===== src/rtl/acj_pkg.sv =====
// Package for the converter compare judge block: register addresses,
// field layouts, reset values and timing counts.
// Assumes a 200 MHz core clock and a 4-bit peripheral register port.
package acj_pkg;
   localparam int unsigned CLK_MHZ = 200;
   // One instruction time in nanoseconds
   localparam int unsigned INSTR_TIME_NS = 4440;
   localparam int unsigned INSTR_CYCLES = (INSTR_TIME_NS * CLK_MHZ) / 1000;
   // Comparator switches closed for settling before the judge is taken
   localparam int unsigned SETTLE_CYCLES = INSTR_CYCLES - 1;
   localparam logic [6:0] ADDR_CODE = 7'h02;
   localparam logic [6:0] ADDR_CHAN = 7'h14;
   localparam logic [6:0] ADDR_JUDGE = 7'h15;
   localparam int unsigned CODE_W = 6;
   localparam int unsigned CHAN_W = 3;
   localparam int unsigned N_PINS = 6;
   localparam logic [2:0] CHAN_RESET = 3'h7;
   localparam logic [2:0] JUDGE_UPPER_RESET = 3'h0;
   localparam int unsigned CNT_W = 12;
   typedef struct packed {
      logic [6:0] addr;
      logic rd;
      logic wr;
      logic [7:0] wdata;
   } acj_req_s;
endpackage

===== src/rtl/acj_compare_judge.sv =====
// Compare judge control for a single-comparison converter.
// Assumes the analog comparator result arrives as a synchronous level and
// that the core issues one peripheral access per instruction time.
`timescale 1ns/1ps
module acj_compare_judge (
   input wire logic i_clk,
   input wire logic i_arst_n,
   input wire logic i_soft_reset,
   input wire acj_pkg::acj_req_s i_req,
   input wire logic i_cmp_above,
   output logic [3:0] o_rdata,
   output logic o_busy,
   output logic [5:0] o_ref_code,
   output logic [5:0] o_pin_sel,
   output logic o_sw_ref,
   output logic o_sw_input
);
   typedef enum logic [1:0] {ST_IDLE, ST_SAMPLE, ST_JUDGE} acj_state_e;
   localparam int unsigned CW = acj_pkg::CNT_W;
   localparam logic [CW-1:0] CNT_LAST = CW'(acj_pkg::SETTLE_CYCLES - 2);
   // Soft resets (clock stop, chip enable) leave every register as is

   // Address match on the seven-bit peripheral address
   function automatic logic hit(input logic [6:0] a, input logic [6:0] b);
      hit = (a == b);
   endfunction

   // One-hot pin select; the two spare channel codes select no pin
   function automatic logic [5:0] pin_onehot(input logic [2:0] ch);
      pin_onehot = 6'h00;
      if (ch < 3'(acj_pkg::N_PINS)) begin
         pin_onehot[ch] = 1'b1;
      end
   endfunction

   // Read word per address; judge content only leaves through the flag bit
   function automatic logic [3:0] read_word(
      input logic [6:0] a,
      input logic [5:0] code,
      input logic [2:0] chan,
      input logic judge
   );
      read_word = 4'h0;
      if (hit(a, acj_pkg::ADDR_JUDGE)) begin
         read_word = {acj_pkg::JUDGE_UPPER_RESET, judge};
      end else if (hit(a, acj_pkg::ADDR_CODE)) begin
         read_word = code[3:0];
      end else if (hit(a, acj_pkg::ADDR_CHAN)) begin
         read_word = {1'b0, chan};
      end
   endfunction

   // Power-on reset release through two stages
   logic rst_s1_q;
   logic rst_s1_d;
   logic rst_n_q;
   logic rst_n_d;

   always_comb begin
      rst_s1_d = 1'b1;
      rst_n_d = rst_s1_q;
   end

   always_ff @(posedge i_clk or negedge i_arst_n) begin
      if (!i_arst_n) begin
         rst_s1_q <= 1'b0;
         rst_n_q <= 1'b0;
      end else begin
         rst_s1_q <= rst_s1_d;
         rst_n_q <= rst_n_d;
      end
   end

   logic rd_judge;
   logic wr_code;
   logic wr_chan;

   assign rd_judge = i_req.rd && hit(i_req.addr, acj_pkg::ADDR_JUDGE);
   assign wr_code = i_req.wr && hit(i_req.addr, acj_pkg::ADDR_CODE);
   assign wr_chan = i_req.wr && hit(i_req.addr, acj_pkg::ADDR_CHAN);

   // Compare code register
   logic [5:0] code_q;
   logic [5:0] code_d;

   always_comb begin
      code_d = code_q;
      if (wr_code) begin
         code_d = i_req.wdata[5:0];
      end
   end

   always_ff @(posedge i_clk or negedge rst_n_q) begin
      if (!rst_n_q) begin
         code_q <= 6'h00;
      end else begin
         code_q <= code_d;
      end
   end

   // Channel field and its registered pin select
   logic [2:0] chan_q;
   logic [2:0] chan_d;
   logic [5:0] pin_sel_q;
   logic [5:0] pin_sel_d;

   always_comb begin
      chan_d = chan_q;
      if (wr_chan) begin
         chan_d = i_req.wdata[2:0];
      end
      pin_sel_d = pin_onehot(chan_d);
   end

   always_ff @(posedge i_clk or negedge rst_n_q) begin
      if (!rst_n_q) begin
         chan_q <= acj_pkg::CHAN_RESET;
         pin_sel_q <= 6'h00;
      end else begin
         chan_q <= chan_d;
         pin_sel_q <= pin_sel_d;
      end
   end

   // Comparison sequence started by reading the judge register
   acj_state_e state_q;
   acj_state_e state_d;
   logic [CW-1:0] cnt_q;
   logic [CW-1:0] cnt_d;

   always_comb begin
      state_d = state_q;
      cnt_d = cnt_q;
      case (state_q)
         ST_IDLE: begin
            if (rd_judge) begin
               state_d = ST_SAMPLE;
               cnt_d = '0;
            end
         end
         ST_SAMPLE: begin
            cnt_d = cnt_q + CW'(1);
            if (cnt_q == CNT_LAST) begin
               state_d = ST_JUDGE;
            end
         end
         ST_JUDGE: begin
            state_d = ST_IDLE;
         end
         default: state_d = ST_IDLE;
      endcase
   end

   always_ff @(posedge i_clk or negedge rst_n_q) begin
      if (!rst_n_q) begin
         state_q <= ST_IDLE;
         cnt_q <= '0;
      end else begin
         state_q <= state_d;
         cnt_q <= cnt_d;
      end
   end

   // Judge flop; reads while busy start nothing and leave it alone
   logic judge_q;
   logic judge_d;

   always_comb begin
      judge_d = judge_q;
      if (state_q == ST_JUDGE) begin
         judge_d = i_cmp_above;
      end
   end

   // Left unreset: its power-on value is undefined
   always_ff @(posedge i_clk) begin
      judge_q <= judge_d;
   end

   // Ladder is powered only during a comparison to save supply current
   logic sw_ref;
   logic sw_input;

   always_comb begin
      sw_ref = 1'b0;
      sw_input = 1'b0;
      case (state_q)
         ST_IDLE: begin
            sw_ref = 1'b0;
         end
         ST_SAMPLE: begin
            sw_ref = 1'b1;
            sw_input = 1'b1;
         end
         ST_JUDGE: begin
            sw_ref = 1'b1;
         end
         default: begin
            sw_ref = 1'b0;
            sw_input = 1'b0;
         end
      endcase
   end

   // Outputs
   assign o_busy = (state_q != ST_IDLE);
   assign o_sw_ref = sw_ref;
   assign o_sw_input = sw_input;
   assign o_ref_code = code_q;
   assign o_pin_sel = pin_sel_q;
   assign o_rdata = read_word(i_req.addr, code_q, chan_q, judge_q);
endmodule


===== config.mk =====
export PLATFORM = sky130hd
export DESIGN_NAME = acj_compare_judge
export DESIGN_NICKNAME = d
export VERILOG_FILES = /design/src/rtl/acj_pkg.sv /design/src/rtl/acj_compare_judge.sv
export SDC_FILE = /design/constraint.sdc
export NUM_CORES = 1
export LEC_CHECK = 0
export BUFFER_PORTS_ARGS = -buffer_cell sky130_fd_sc_hd__buf_4
export CORE_AREA = 4 4 85 79
export CTS_CLUSTER_SIZE = 10
export DETAILED_ROUTE_END_ITERATION = 10
export DIE_AREA = 0 0 89 83
export HOLD_SLACK_MARGIN = 0.1
export PLACE_DENSITY = 0.49
export RECOVER_POWER = 100
export SYNTH_ARGS = -nofsm -noshare
export SYNTH_HDL_FRONTEND = slang
export SYNTH_SLANG_ARGS = --single-unit

===== constraint.sdc =====
create_clock -name i_clk -period 1.15 [get_ports i_clk]
set_input_delay 0.115 -clock i_clk [delete_from_list [all_inputs] [get_ports i_clk]]
set_output_delay 0.115 -clock i_clk [all_outputs]
set_load 0.02 [all_outputs]

==> flow_metrics.env, run 1 <==
export IMPL_status="finished, violations left"
export IMPL_violations="setup timing"
export IMPL_worst_slew_pin_slew_ns=0.752
export IMPL_synth_top_family_by_area="simple AND/OR/NAND/NOR gates"
export IMPL_cts_sinks=32
export IMPL_setup_tns_ns=-4.92
export IMPL_synth_compound_area_share_pct=16.8
export IMPL_clk_path_buf_depth=2
export IMPL_cts_made_buffers=5
export IMPL_p_comb_share_pct=13.1
export IMPL_period_share_pct=140
export IMPL_vias=1618
export IMPL_cp_required_ns=1.32
export IMPL_critical_path_peak_fanout=2
export IMPL_path_clk_slew_ns=0.07
export IMPL_switchingPower_mw=0.653
export IMPL_power_density_nw_per_um2=936
export IMPL_nets=283
export IMPL_layout_min_cycle_time_ns=1.61
export IMPL_first_pass_iters=4
export IMPL_final_area_sq_um=2830
export IMPL_post_drt_wl_per_cell_microns=14.2
export IMPL_final_core_util_pct=47.8
export IMPL_layout_setup_ws_ns=-0.460
export IMPL_hp_class="input pin to flop"
export IMPL_grt_pass1_wl_mm=7.70
export IMPL_synth_area_per_cell_sq_um=10.1
export IMPL_p_leak_nw=1.24
export IMPL_p_sw_share_pct=24.7
export IMPL_fin_cells=329
export IMPL_syn_area_sq_um=1690
export IMPL_setup_worst_path_end_class="flop"
export IMPL_viasPerCell=4.92
export IMPL_yosys_most_used_dff="dfrtp_1"
export IMPL_maxCapViolations=0
export IMPL_cts_tree="done"
export IMPL_syn_to_final_growth_pct=67.3
export IMPL_fp_dieW_microns=89
export IMPL_routabilityCongestion=0.771
export IMPL_irDropWorstVdd_v=0.000731
export IMPL_htree_num_levels=2
export IMPL_p_total_mw=2.65
export IMPL_clk_latency_ns=0.28
export IMPL_synth_nets=195
export IMPL_netlist_instances=168
export IMPL_grtUsageMet1_pct=16.6
export IMPL_fmax_mhz=621
export IMPL_drc_errors=0
export IMPL_ios=40
export IMPL_dpl_hpwl_mm=3.26
export IMPL_ys_seq_area_share_pct=47.9
export IMPL_busiest_layer="met2"
export IMPL_synth_adder_area_share_pct=4.44
export IMPL_ys_ff_latch=32
export IMPL_synth_xor_area_share_pct=0
export IMPL_antenna_found_initial=0
export IMPL_die_area_sq_um=7390
export IMPL_synth_area_mux_share_pct=5.26
export IMPL_grtUsageMet3_pct=3.08
export IMPL_grt_ovfl_total=0
export IMPL_drtIter0Drc=35
export IMPL_core_sq_um=5910
export IMPL_setup_viol=21
export IMPL_routed_wl_mm=4.68
export IMPL_synth_distinct_cells=45
export IMPL_placedInstanceArea_sq_um=2420
export IMPL_synth_edf_count=1
export IMPL_grt_usage_pct=12.9
export IMPL_p_int_mw=1.99
export IMPL_num_rows=27
export IMPL_initial_core_util_pct=28.6
export IMPL_start_kind="flop"
export IMPL_ant_nets=0
export IMPL_portBuffers=36
export IMPL_synthSimpleGateAreaFrac_pct=21.0
export IMPL_crit_type="flop to flop"
export IMPL_seqPwrFrac_pct=46.2
export IMPL_finClkSkew_ns=0.00272
export IMPL_async_flop_share_pct=96.9
export IMPL_root_buffer="clkbuf_8"
export IMPL_rsz0062_at_grt="true"
export IMPL_fillers=566
export IMPL_cp_arrival_ns=1.78
export IMPL_clock_power_share_pct=40.7
export IMPL_grt_pass1_vias=1634
export IMPL_dp_cells=307
export IMPL_grtUsageMet2_pct=21.8
export IMPL_slew_limit_headroom_pct=49.9
export IMPL_die_y_microns=83
export IMPL_diodes=0
export IMPL_synth_warnings=0
export IMPL_grt_max_degree=30
export IMPL_hold_violations=0
export IMPL_drv_slew=0
export IMPL_drive_above_1_share_pct=53.3
layout by cell type (no fill, tap or decap), types with 2 or more instances in the layout:
master / n
ha_4: 3
dlygate4sd3_1: 7
nor2_4: 2
o21ai_2: 7
dfrtp_1: 27
buf_4: 51
buf_12: 2
a211o_1: 2
clkbuf_1: 13
o21ai_1: 5
nand3_1: 11
o31ai_1: 3
a22oi_2: 2
inv_2: 3
ha_1: 3
nor3_1: 3
and3_1: 4
nor2_1: 6
clkbuf_8: 5
inv_1: 3
and2_1: 2
a21oi_2: 5
o41ai_2: 2
nand3_2: 2
buf_6: 11
nand4_1: 2
dfstp_2: 2
clkbuf_2: 4
a21oi_1: 3
nand2_2: 3
mux2_2: 7
nand2_1: 10
nand4b_1: 3
a31oi_1: 2
synthesized netlist by cell type (6+ instances only):
cell | count | area, sq um
a21oi_1 | 8 | 40.0
dfrtp_1 | 28 | 701
ha_1 | 6 | 75.1
inv_1 | 7 | 26.3
mux2_2 | 7 | 78.8
nand2_1 | 13 | 48.8
nand3_1 | 13 | 65.1
nor2_1 | 9 | 33.8
o21ai_0 | 13 | 65.1
final timing paths:
check / from / to / slack [ns] / cells past startpoint
worst max-delay path: cnt_q[1] / state_q[0] / -0.46 / 6
worst min register to register: rst_n_d / rst_n_q / 0.35 / 0
min in group asynchronous: i_arst_n / rst_n_d / 0.14 / 2
worst min-delay path: i_req[2] / o_ref_code[2] / 0.13 / 2
max in group asynchronous: rst_n_q / cnt_q[2] / 0.24 / 1
worst max register to register: cnt_q[1] / state_q[0] / -0.46 / 6
through the flow:
stage	worst slack (ns)	hold slack, ns
after floorplan	-0.452	-0.181
after global placement	-0.423	-0.101
after detailed placement	-0.448	-0.100
after CTS	-0.458	0.111
after global routing	-0.568	0.133
final	-0.460	0.127
per-layer routing:
| metal | vias up | wire length [microns] |
|---|---|---|
| met5 | - | 0 |
| met3 | 2 | 264 |
| met2 | 30 | 2380 |
| li1 | 798 | - |
| met4 | 0 | 20 |
| met1 | 788 | 2010 |
sequential cells by signal, summed over array words and instances (netlist names):
signal / flops
rst_n_q: 1
state_q: 2
chan_q: 3
cnt_q: 12
o_ref_code: 6
o_pin_sel: 6
rst_n_d: 1
judge_q: 1
final cells by class:
| type | count | area [sq um] | share of cell area (%) |
|---|---|---|---|
| Inverter | 7 | 28.8 | 1.02 |
| Clock inverter | 2 | 35.0 | 1.24 |
| Tap cell | 72 | 90.1 | 3.19 |
| Sequential cell | 32 | 811 | 28.7 |
| Clock buffer | 6 | 72.6 | 2.57 |
| Timing Repair Buffer | 90 | 709 | 25.1 |
| Multi-Input combinational cell | 120 | 1080 | 38.2 |
timing repair:
action / 4_1_cts / 5_1_grt
cloned: 0 / 0
hold buffers: 6 / 1
hold endpoints to repair: 7 / 1
setup endpoints to repair: 22 / 25
buffers inserted: 6 / 1
resized for setup: 28 / 32
pin swaps: 14 / 10
power groups by stage:
stage	sequential [mW]	clock, mW	combinational [mW]
floorplan	1.30	0	0.0800
global placement	1.25	0	0.315
detailed placement	1.25	0	0.317
CTS	1.22	1.11	0.370
global route	1.23	1.15	0.375
finish	1.22	1.08	0.347
logic make-up after synthesis:
kind of cell | count (synthesis)
AO/OA/AOI/OAI | 42
adder cells (fa/ha/maj) | 6
buffers and inverters | 16
flip-flops | 32
multiplexers | 8
other | 1
AND/OR/NAND/NOR | 63
critical path, stage by stage (launching register included):
cell and delay, ns:
dfrtp_1 0.37, inv_1 0.06, ha_1 0.12, or4b_4 0.48, o31ai_4 0.21, a21oi_2 0.07, a31o_1 0.18
(Power assumes the default switching activity.)
==> run 2, diff against run 1 <==
clock period = 2 ns   (was 1.15 ns; I/O delays follow)
==> run 2 against run 1 <==
  * The run now ends clean
  * Critical path depth stayed put
  * Clock skew rose by 0.0032 ns
  * First-iteration DRC count rose by 63%
  * Wire length decreased by 13%
  * Via count is 10% lower
  * Hold slack improved by 0.019 ns
  * Sequential share of layout area grew 9.9 points
  * Register-to-register slack better by 0.67 ns
  * Die area unchanged
  * Clock power decreased by 43%
  * Cell area decreased by 26%
  * Utilization decreased by 12 points
  * Critical endpoint unchanged
  * Largest cell class is now sequential cells
  * Largest power group unchanged
==> flow_metrics.env, run 2 (synthesis gave the netlist of run 1 again) <==
export IMPL_hp_class="input pin to flop"
export IMPL_layout_commonest_cell="dfrtp_1"
export IMPL_cts_resized=0
export IMPL_rsz0062_at_grt="false"
export IMPL_start_kind="flop"
export IMPL_critical_path_startpoint="cnt_q[1]"
export IMPL_cts_made_buffers=5
export IMPL_final_core_util_pct=35.5
export IMPL_whs_ns=0.146
export IMPL_clk_latency_ns=0.29
export IMPL_drv_slew=0
export IMPL_setup_worst_path_end_class="flop"
export IMPL_viasPerCell=5.13
export IMPL_setup_tns_ns=0
export IMPL_first_pass_iters=4
export IMPL_portBuffers=36
export IMPL_cts_tree="done"
export IMPL_die_area_sq_um=7390
export IMPL_core_sq_um=5910
export IMPL_routed_wl_mm=4.07
export IMPL_grt_ovfl_total=0
export IMPL_diodes=0
export IMPL_routabilityCongestion=0.783
export IMPL_grtUsageMet1_pct=16.3
export IMPL_syn_to_final_growth_pct=24.1
export IMPL_cp_cell_sequence="inv_1 -> ha_1 -> or4b_1 -> o31ai_4 -> a21oi_1 -> a31o_1"
export IMPL_hold_path_startpoint="i_req[4]"
export IMPL_cp_required_ns=2.18
export IMPL_post_drt_wl_per_cell_microns=14.3
export IMPL_top_register="cnt_q"
export IMPL_fp_dieW_microns=89
export IMPL_grt_pass1_vias=1308
export IMPL_dpl_hpwl_mm=2.94
export IMPL_drc_errors=0
export IMPL_regToRegSetupSlack_ns=0.21
export IMPL_drive_above_1_share_pct=20.8
export IMPL_reg2reg_from="cnt_q[1]"
export IMPL_crit_type="flop to flop"
export IMPL_final_cell_mix="dfrtp_1 (28), buf_4 (20), clkbuf_1 (20)"
export IMPL_power_density_nw_per_um2=698
export IMPL_grtUsageMet2_pct=15.7
export IMPL_setup_viol=0
export IMPL_critPathSlowestCell="or4b_1"
export IMPL_placedInstanceArea_sq_um=2060
export IMPL_clk_path_buf_depth=2
export IMPL_period_share_pct=89.4
export IMPL_initial_core_util_pct=28.6
export IMPL_slew_limit_headroom_pct=51.7
export IMPL_final_area_sq_um=2100
export IMPL_finClkSkew_ns=0.00593
export IMPL_busiest_layer="met1"
export IMPL_fin_cells=284
export IMPL_worst_slew_pin_slew_ns=0.724
export IMPL_htree_num_levels=2
export IMPL_fmax_mhz=559
export IMPL_path_clk_slew_ns=0.07
export IMPL_drtIter0Drc=57
export IMPL_die_y_microns=83
export IMPL_place_worst_setup_slack_ns=0.270
export IMPL_grt_usage_pct=11.3
export IMPL_largest_reg_flops=12
export IMPL_grt_max_degree=30
export IMPL_maxCapViolations=0
export IMPL_nets=238
export IMPL_antenna_found_initial=0
export IMPL_grtUsageMet3_pct=3.37
export IMPL_p_leak_nw=0.907
export IMPL_vias=1457
export IMPL_num_rows=27
export IMPL_layout_min_cycle_time_ns=1.79
export IMPL_max_stage_delay_ns=0.52
export IMPL_cp_arrival_ns=1.97
export IMPL_crit_family="compound AO/OA/AOI/OAI gates"
export IMPL_layout_setup_ws_ns=0.212
export IMPL_dp_cells=274
export IMPL_ios=40
export IMPL_root_buffer="clkbuf_8"
export IMPL_p_total_mw=1.46
export IMPL_irDropWorstVdd_v=0.000231
export IMPL_cts_sinks=32
export IMPL_grt_pass1_wl_mm=6.53
export IMPL_cp_buffers_inverters=1
export IMPL_status="finished, final reports clean"
export IMPL_hold_violations=0
export IMPL_ant_nets=0
export IMPL_critical_path_peak_fanout=6
==> run 2: worst reg2reg max path: cells and delay by family (launching register included) <==
| family | cells | cell delay [ns] |
|---|---|---|
| compound gates | 3 | 0.54 |
| simple gates | 1 | 0.52 |
| flops | 1 | 0.43 |
| fa+ha+maj | 1 | 0.12 |
| buf+inv | 1 | 0.08 |
==> run 2: final cells by class <==
| cell class | count | area, sq um |
|---|---|---|
| fillers | 621 | 3810 |
| flip-flops and latches | 32 | 810 |
| clock inverters | 3 | 42.5 |
| inverters | 7 | 26.3 |
| repair buffers | 45 | 263 |
| well taps | 72 | 90.1 |
| clock buffers | 5 | 68.8 |
| multi-input cells | 120 | 797 |
==> run 2: power breakdown <==
part | internal (mW) | switching, mW | total (mW) | leakage (nW)
clock | 0.368 | 0.248 | 0.617 | 0.0541
sequential | 0.685 | 0.0200 | 0.705 | 0.395
combinational | 0.0572 | 0.0848 | 0.142 | 0.458
total | 1.11 | 0.353 | 1.46 | 0.907
==> run 2: final timing paths <==
| check | end | cells past startpoint |
|---|---|---|
| max in group asynchronous | cnt_q[3] | 1 |
| worst min register to register | rst_n_q | 0 |
| min in group asynchronous | rst_n_q | 2 |
| worst max register to register | state_q[0] | 6 |
| worst min-delay path | o_ref_code[4] | 2 |
| worst max-delay path | state_q[0] | 6 |
==> run 2: metal layers <==
metal | routed length, microns | up-vias
li1 | - | 703
met1 | 1960 | 696
met2 | 1760 | 52
met3 | 276 | 6
met4 | 74 | 0
met5 | 0 | -
==> run 2: repair_timing <==
item / 4_1_cts / 5_1_grt
endpoints found under the setup margin: 0 / 0
endpoints found under the hold margin: 3 / 0
setup buffers: 0 / 0
hold buffers: 2 / 0
==> run 3, diff against run 2 <==
CELL_PAD_IN_SITES_DETAIL_PLACEMENT = 0   (was unset)
CELL_PAD_IN_SITES_GLOBAL_PLACEMENT = 1   (was unset)
PLACE_DENSITY = 0.61   (was 0.49)
clock period = 1.8 ns   (was 2 ns; I/O delays follow)
==> run 3 against run 2 <==
  * Global-route usage is 0.31 points higher
  * Setup slack worse by 0.072 ns
  * Critical path type unchanged
  * Count of clock-buffer cells in the layout stayed put
  * Sequential cell count stayed put
  * First-iteration DRC count grew to 2.7 times the previous value
  * Sequential power is 11% higher
  * Clock skew is 0.0018 ns higher
  * Cell area is 2.0% higher
  * Wire length is 1.1% higher
  * Via count hardly changed
  * Maximum frequency is 7.7% higher
==> flow_metrics.env, run 3 (synthesis gave the netlist of run 1 again) <==
export IMPL_r2r_end="state_q[0]"
export IMPL_reg2reg_from="cnt_q[1]"
export IMPL_irDropWorstVdd_v=0.000317
export IMPL_portBuffers=36
export IMPL_ant_nets=0
export IMPL_diodes=0
export IMPL_htree_num_levels=2
export IMPL_hold_path_startpoint="i_req[3]"
export IMPL_die_y_microns=83
export IMPL_final_core_util_pct=36.2
export IMPL_largest_reg_flops=12
export IMPL_ios=40
export IMPL_slew_limit_headroom_pct=53.9
export IMPL_cts_tree="done"
export IMPL_first_pass_iters=4
export IMPL_drv_slew=0
export IMPL_critical_path_peak_fanout=2
export IMPL_hold_end="o_ref_code[3]"
export IMPL_grt_max_degree=28
export IMPL_layout_min_cycle_time_ns=1.66
export IMPL_finClkSkew_ns=0.00776
export IMPL_dpl_hpwl_mm=2.97
export IMPL_hold_violations=0
export IMPL_hold_depth=2
export IMPL_path_clk_slew_ns=0.07
export IMPL_setup_viol=0
export IMPL_maxCapViolations=0
export IMPL_cts_made_buffers=5
export IMPL_initial_core_util_pct=28.6
export IMPL_cp_required_ns=1.97
export IMPL_grt_pass1_wl_mm=6.85
export IMPL_cp_arrival_ns=1.83
export IMPL_routed_wl_mm=4.12
export IMPL_nets=243
export IMPL_power_density_nw_per_um2=764
export IMPL_cts_resized=0
export IMPL_start_kind="flop"
export IMPL_drtIter0Drc=154
export IMPL_grt_ovfl_total=0
export IMPL_viasPerCell=5.04
export IMPL_p_leak_nw=0.934
export IMPL_vias=1458
export IMPL_rr_worst_depth=6
export IMPL_layout_commonest_cell="dfrtp_1"
export IMPL_top_register="cnt_q"
export IMPL_routabilityCongestion=0.760
export IMPL_root_buffer="clkbuf_8"
export IMPL_final_cell_mix="dfrtp_1 (28), buf_4 (22), clkbuf_1 (20)"
export IMPL_period_share_pct=92.2
export IMPL_setup_tns_ns=0
export IMPL_fmax_mhz=602
export IMPL_worst_slew_pin_slew_ns=0.691
export IMPL_fp_dieW_microns=89
export IMPL_drc_errors=0
export IMPL_hp_class="input pin to flop"
export IMPL_drive_above_1_share_pct=23.0
export IMPL_status="finished, final reports clean"
export IMPL_clk_path_buf_depth=2
export IMPL_syn_to_final_growth_pct=26.5
export IMPL_core_sq_um=5910
export IMPL_grt_pass1_vias=1361
export IMPL_die_area_sq_um=7390
export IMPL_crit_type="flop to flop"
export IMPL_cts_sinks=32
export IMPL_num_rows=27
export IMPL_rsz0062_at_grt="false"
export IMPL_post_drt_wl_per_cell_microns=14.2
export IMPL_grt_usage_pct=11.6
export IMPL_clk_latency_ns=0.28
export IMPL_regToRegSetupSlack_ns=0.14
export IMPL_antenna_found_initial=0
export IMPL_setup_worst_path_end_class="flop"
-- run 3: changes by cell type in the layout (fill, tap and decap cells not counted), sizes merged --
cell and change:
buf +2, dlygate4sd3 +1, clkbuf +2
-- run 3: critical path, stage by stage, from the launching register on --
cell     delay [ns]
dfrtp_1        0.38
inv_1          0.05
ha_1           0.12
or4b_4         0.48
o31ai_4        0.24
a21oi_1        0.09
a31o_1         0.19
-- run 3: repair_timing --
item / CTS / global route
hold endpoints to repair: 5 / 0
hold buffers: 3 / 0
setup buffers: 0 / 0
-- run 3: worst max-delay path by stage --
stage | start | endpoint | slack [ns] | cells after the start
finish | cnt_q[1] | state_q[0] | 0.14 | 6
CTS | cnt_q[1] | state_q[0] | 0.14 | 6
global route | cnt_q[1] | state_q[0] | 0.03 | 6
floorplan | cnt_q[1] | state_q[0] | 0.15 | 6
global placement | cnt_q[1] | state_q[0] | 0.15 | 6
detailed placement | cnt_q[1] | state_q[0] | 0.14 | 6
-- run 3: power breakdown --
group,switching (mW),internal [mW]
logic,0.0930,0.0657
clock network,0.280,0.409
registers,0.0244,0.762
-- run 3: metal layers --
layer	vias to the layer above	GRT usage (%)	routed length, microns
met3	4	2.68	301
li1	713	-	-
met2	47	16.7	1750
met1	694	17.0	2020
met5	-	0	0
met4	0	4.06	50
-- run 3: area by class of cell --
| cell class | count | area [sq um] |
|---|---|---|
| multi-input cells | 120 | 801 |
| fillers | 631 | 3770 |
| inverters | 7 | 26.3 |
| clock buffers | 5 | 68.8 |
| repair buffers | 50 | 300 |
| clock inverters | 3 | 42.5 |
| well taps | 72 | 90.1 |
| flip-flops and latches | 32 | 810 |
-- run 3: stage by stage --
stage                     power [mW]  std cells  hold slack, ns  area [sq um]  setup WS (ns)
final                           1.63        289           0.133          2140          0.140
after floorplan                0.880        168          -0.116          1690          0.152
after global routing            1.72        289           0.133          2140         0.0346
after detailed placement       0.982        278         -0.0369          2090          0.144
after CTS                       1.68        289           0.124          2230          0.137
after global placement         0.982        278         -0.0361          2090          0.155
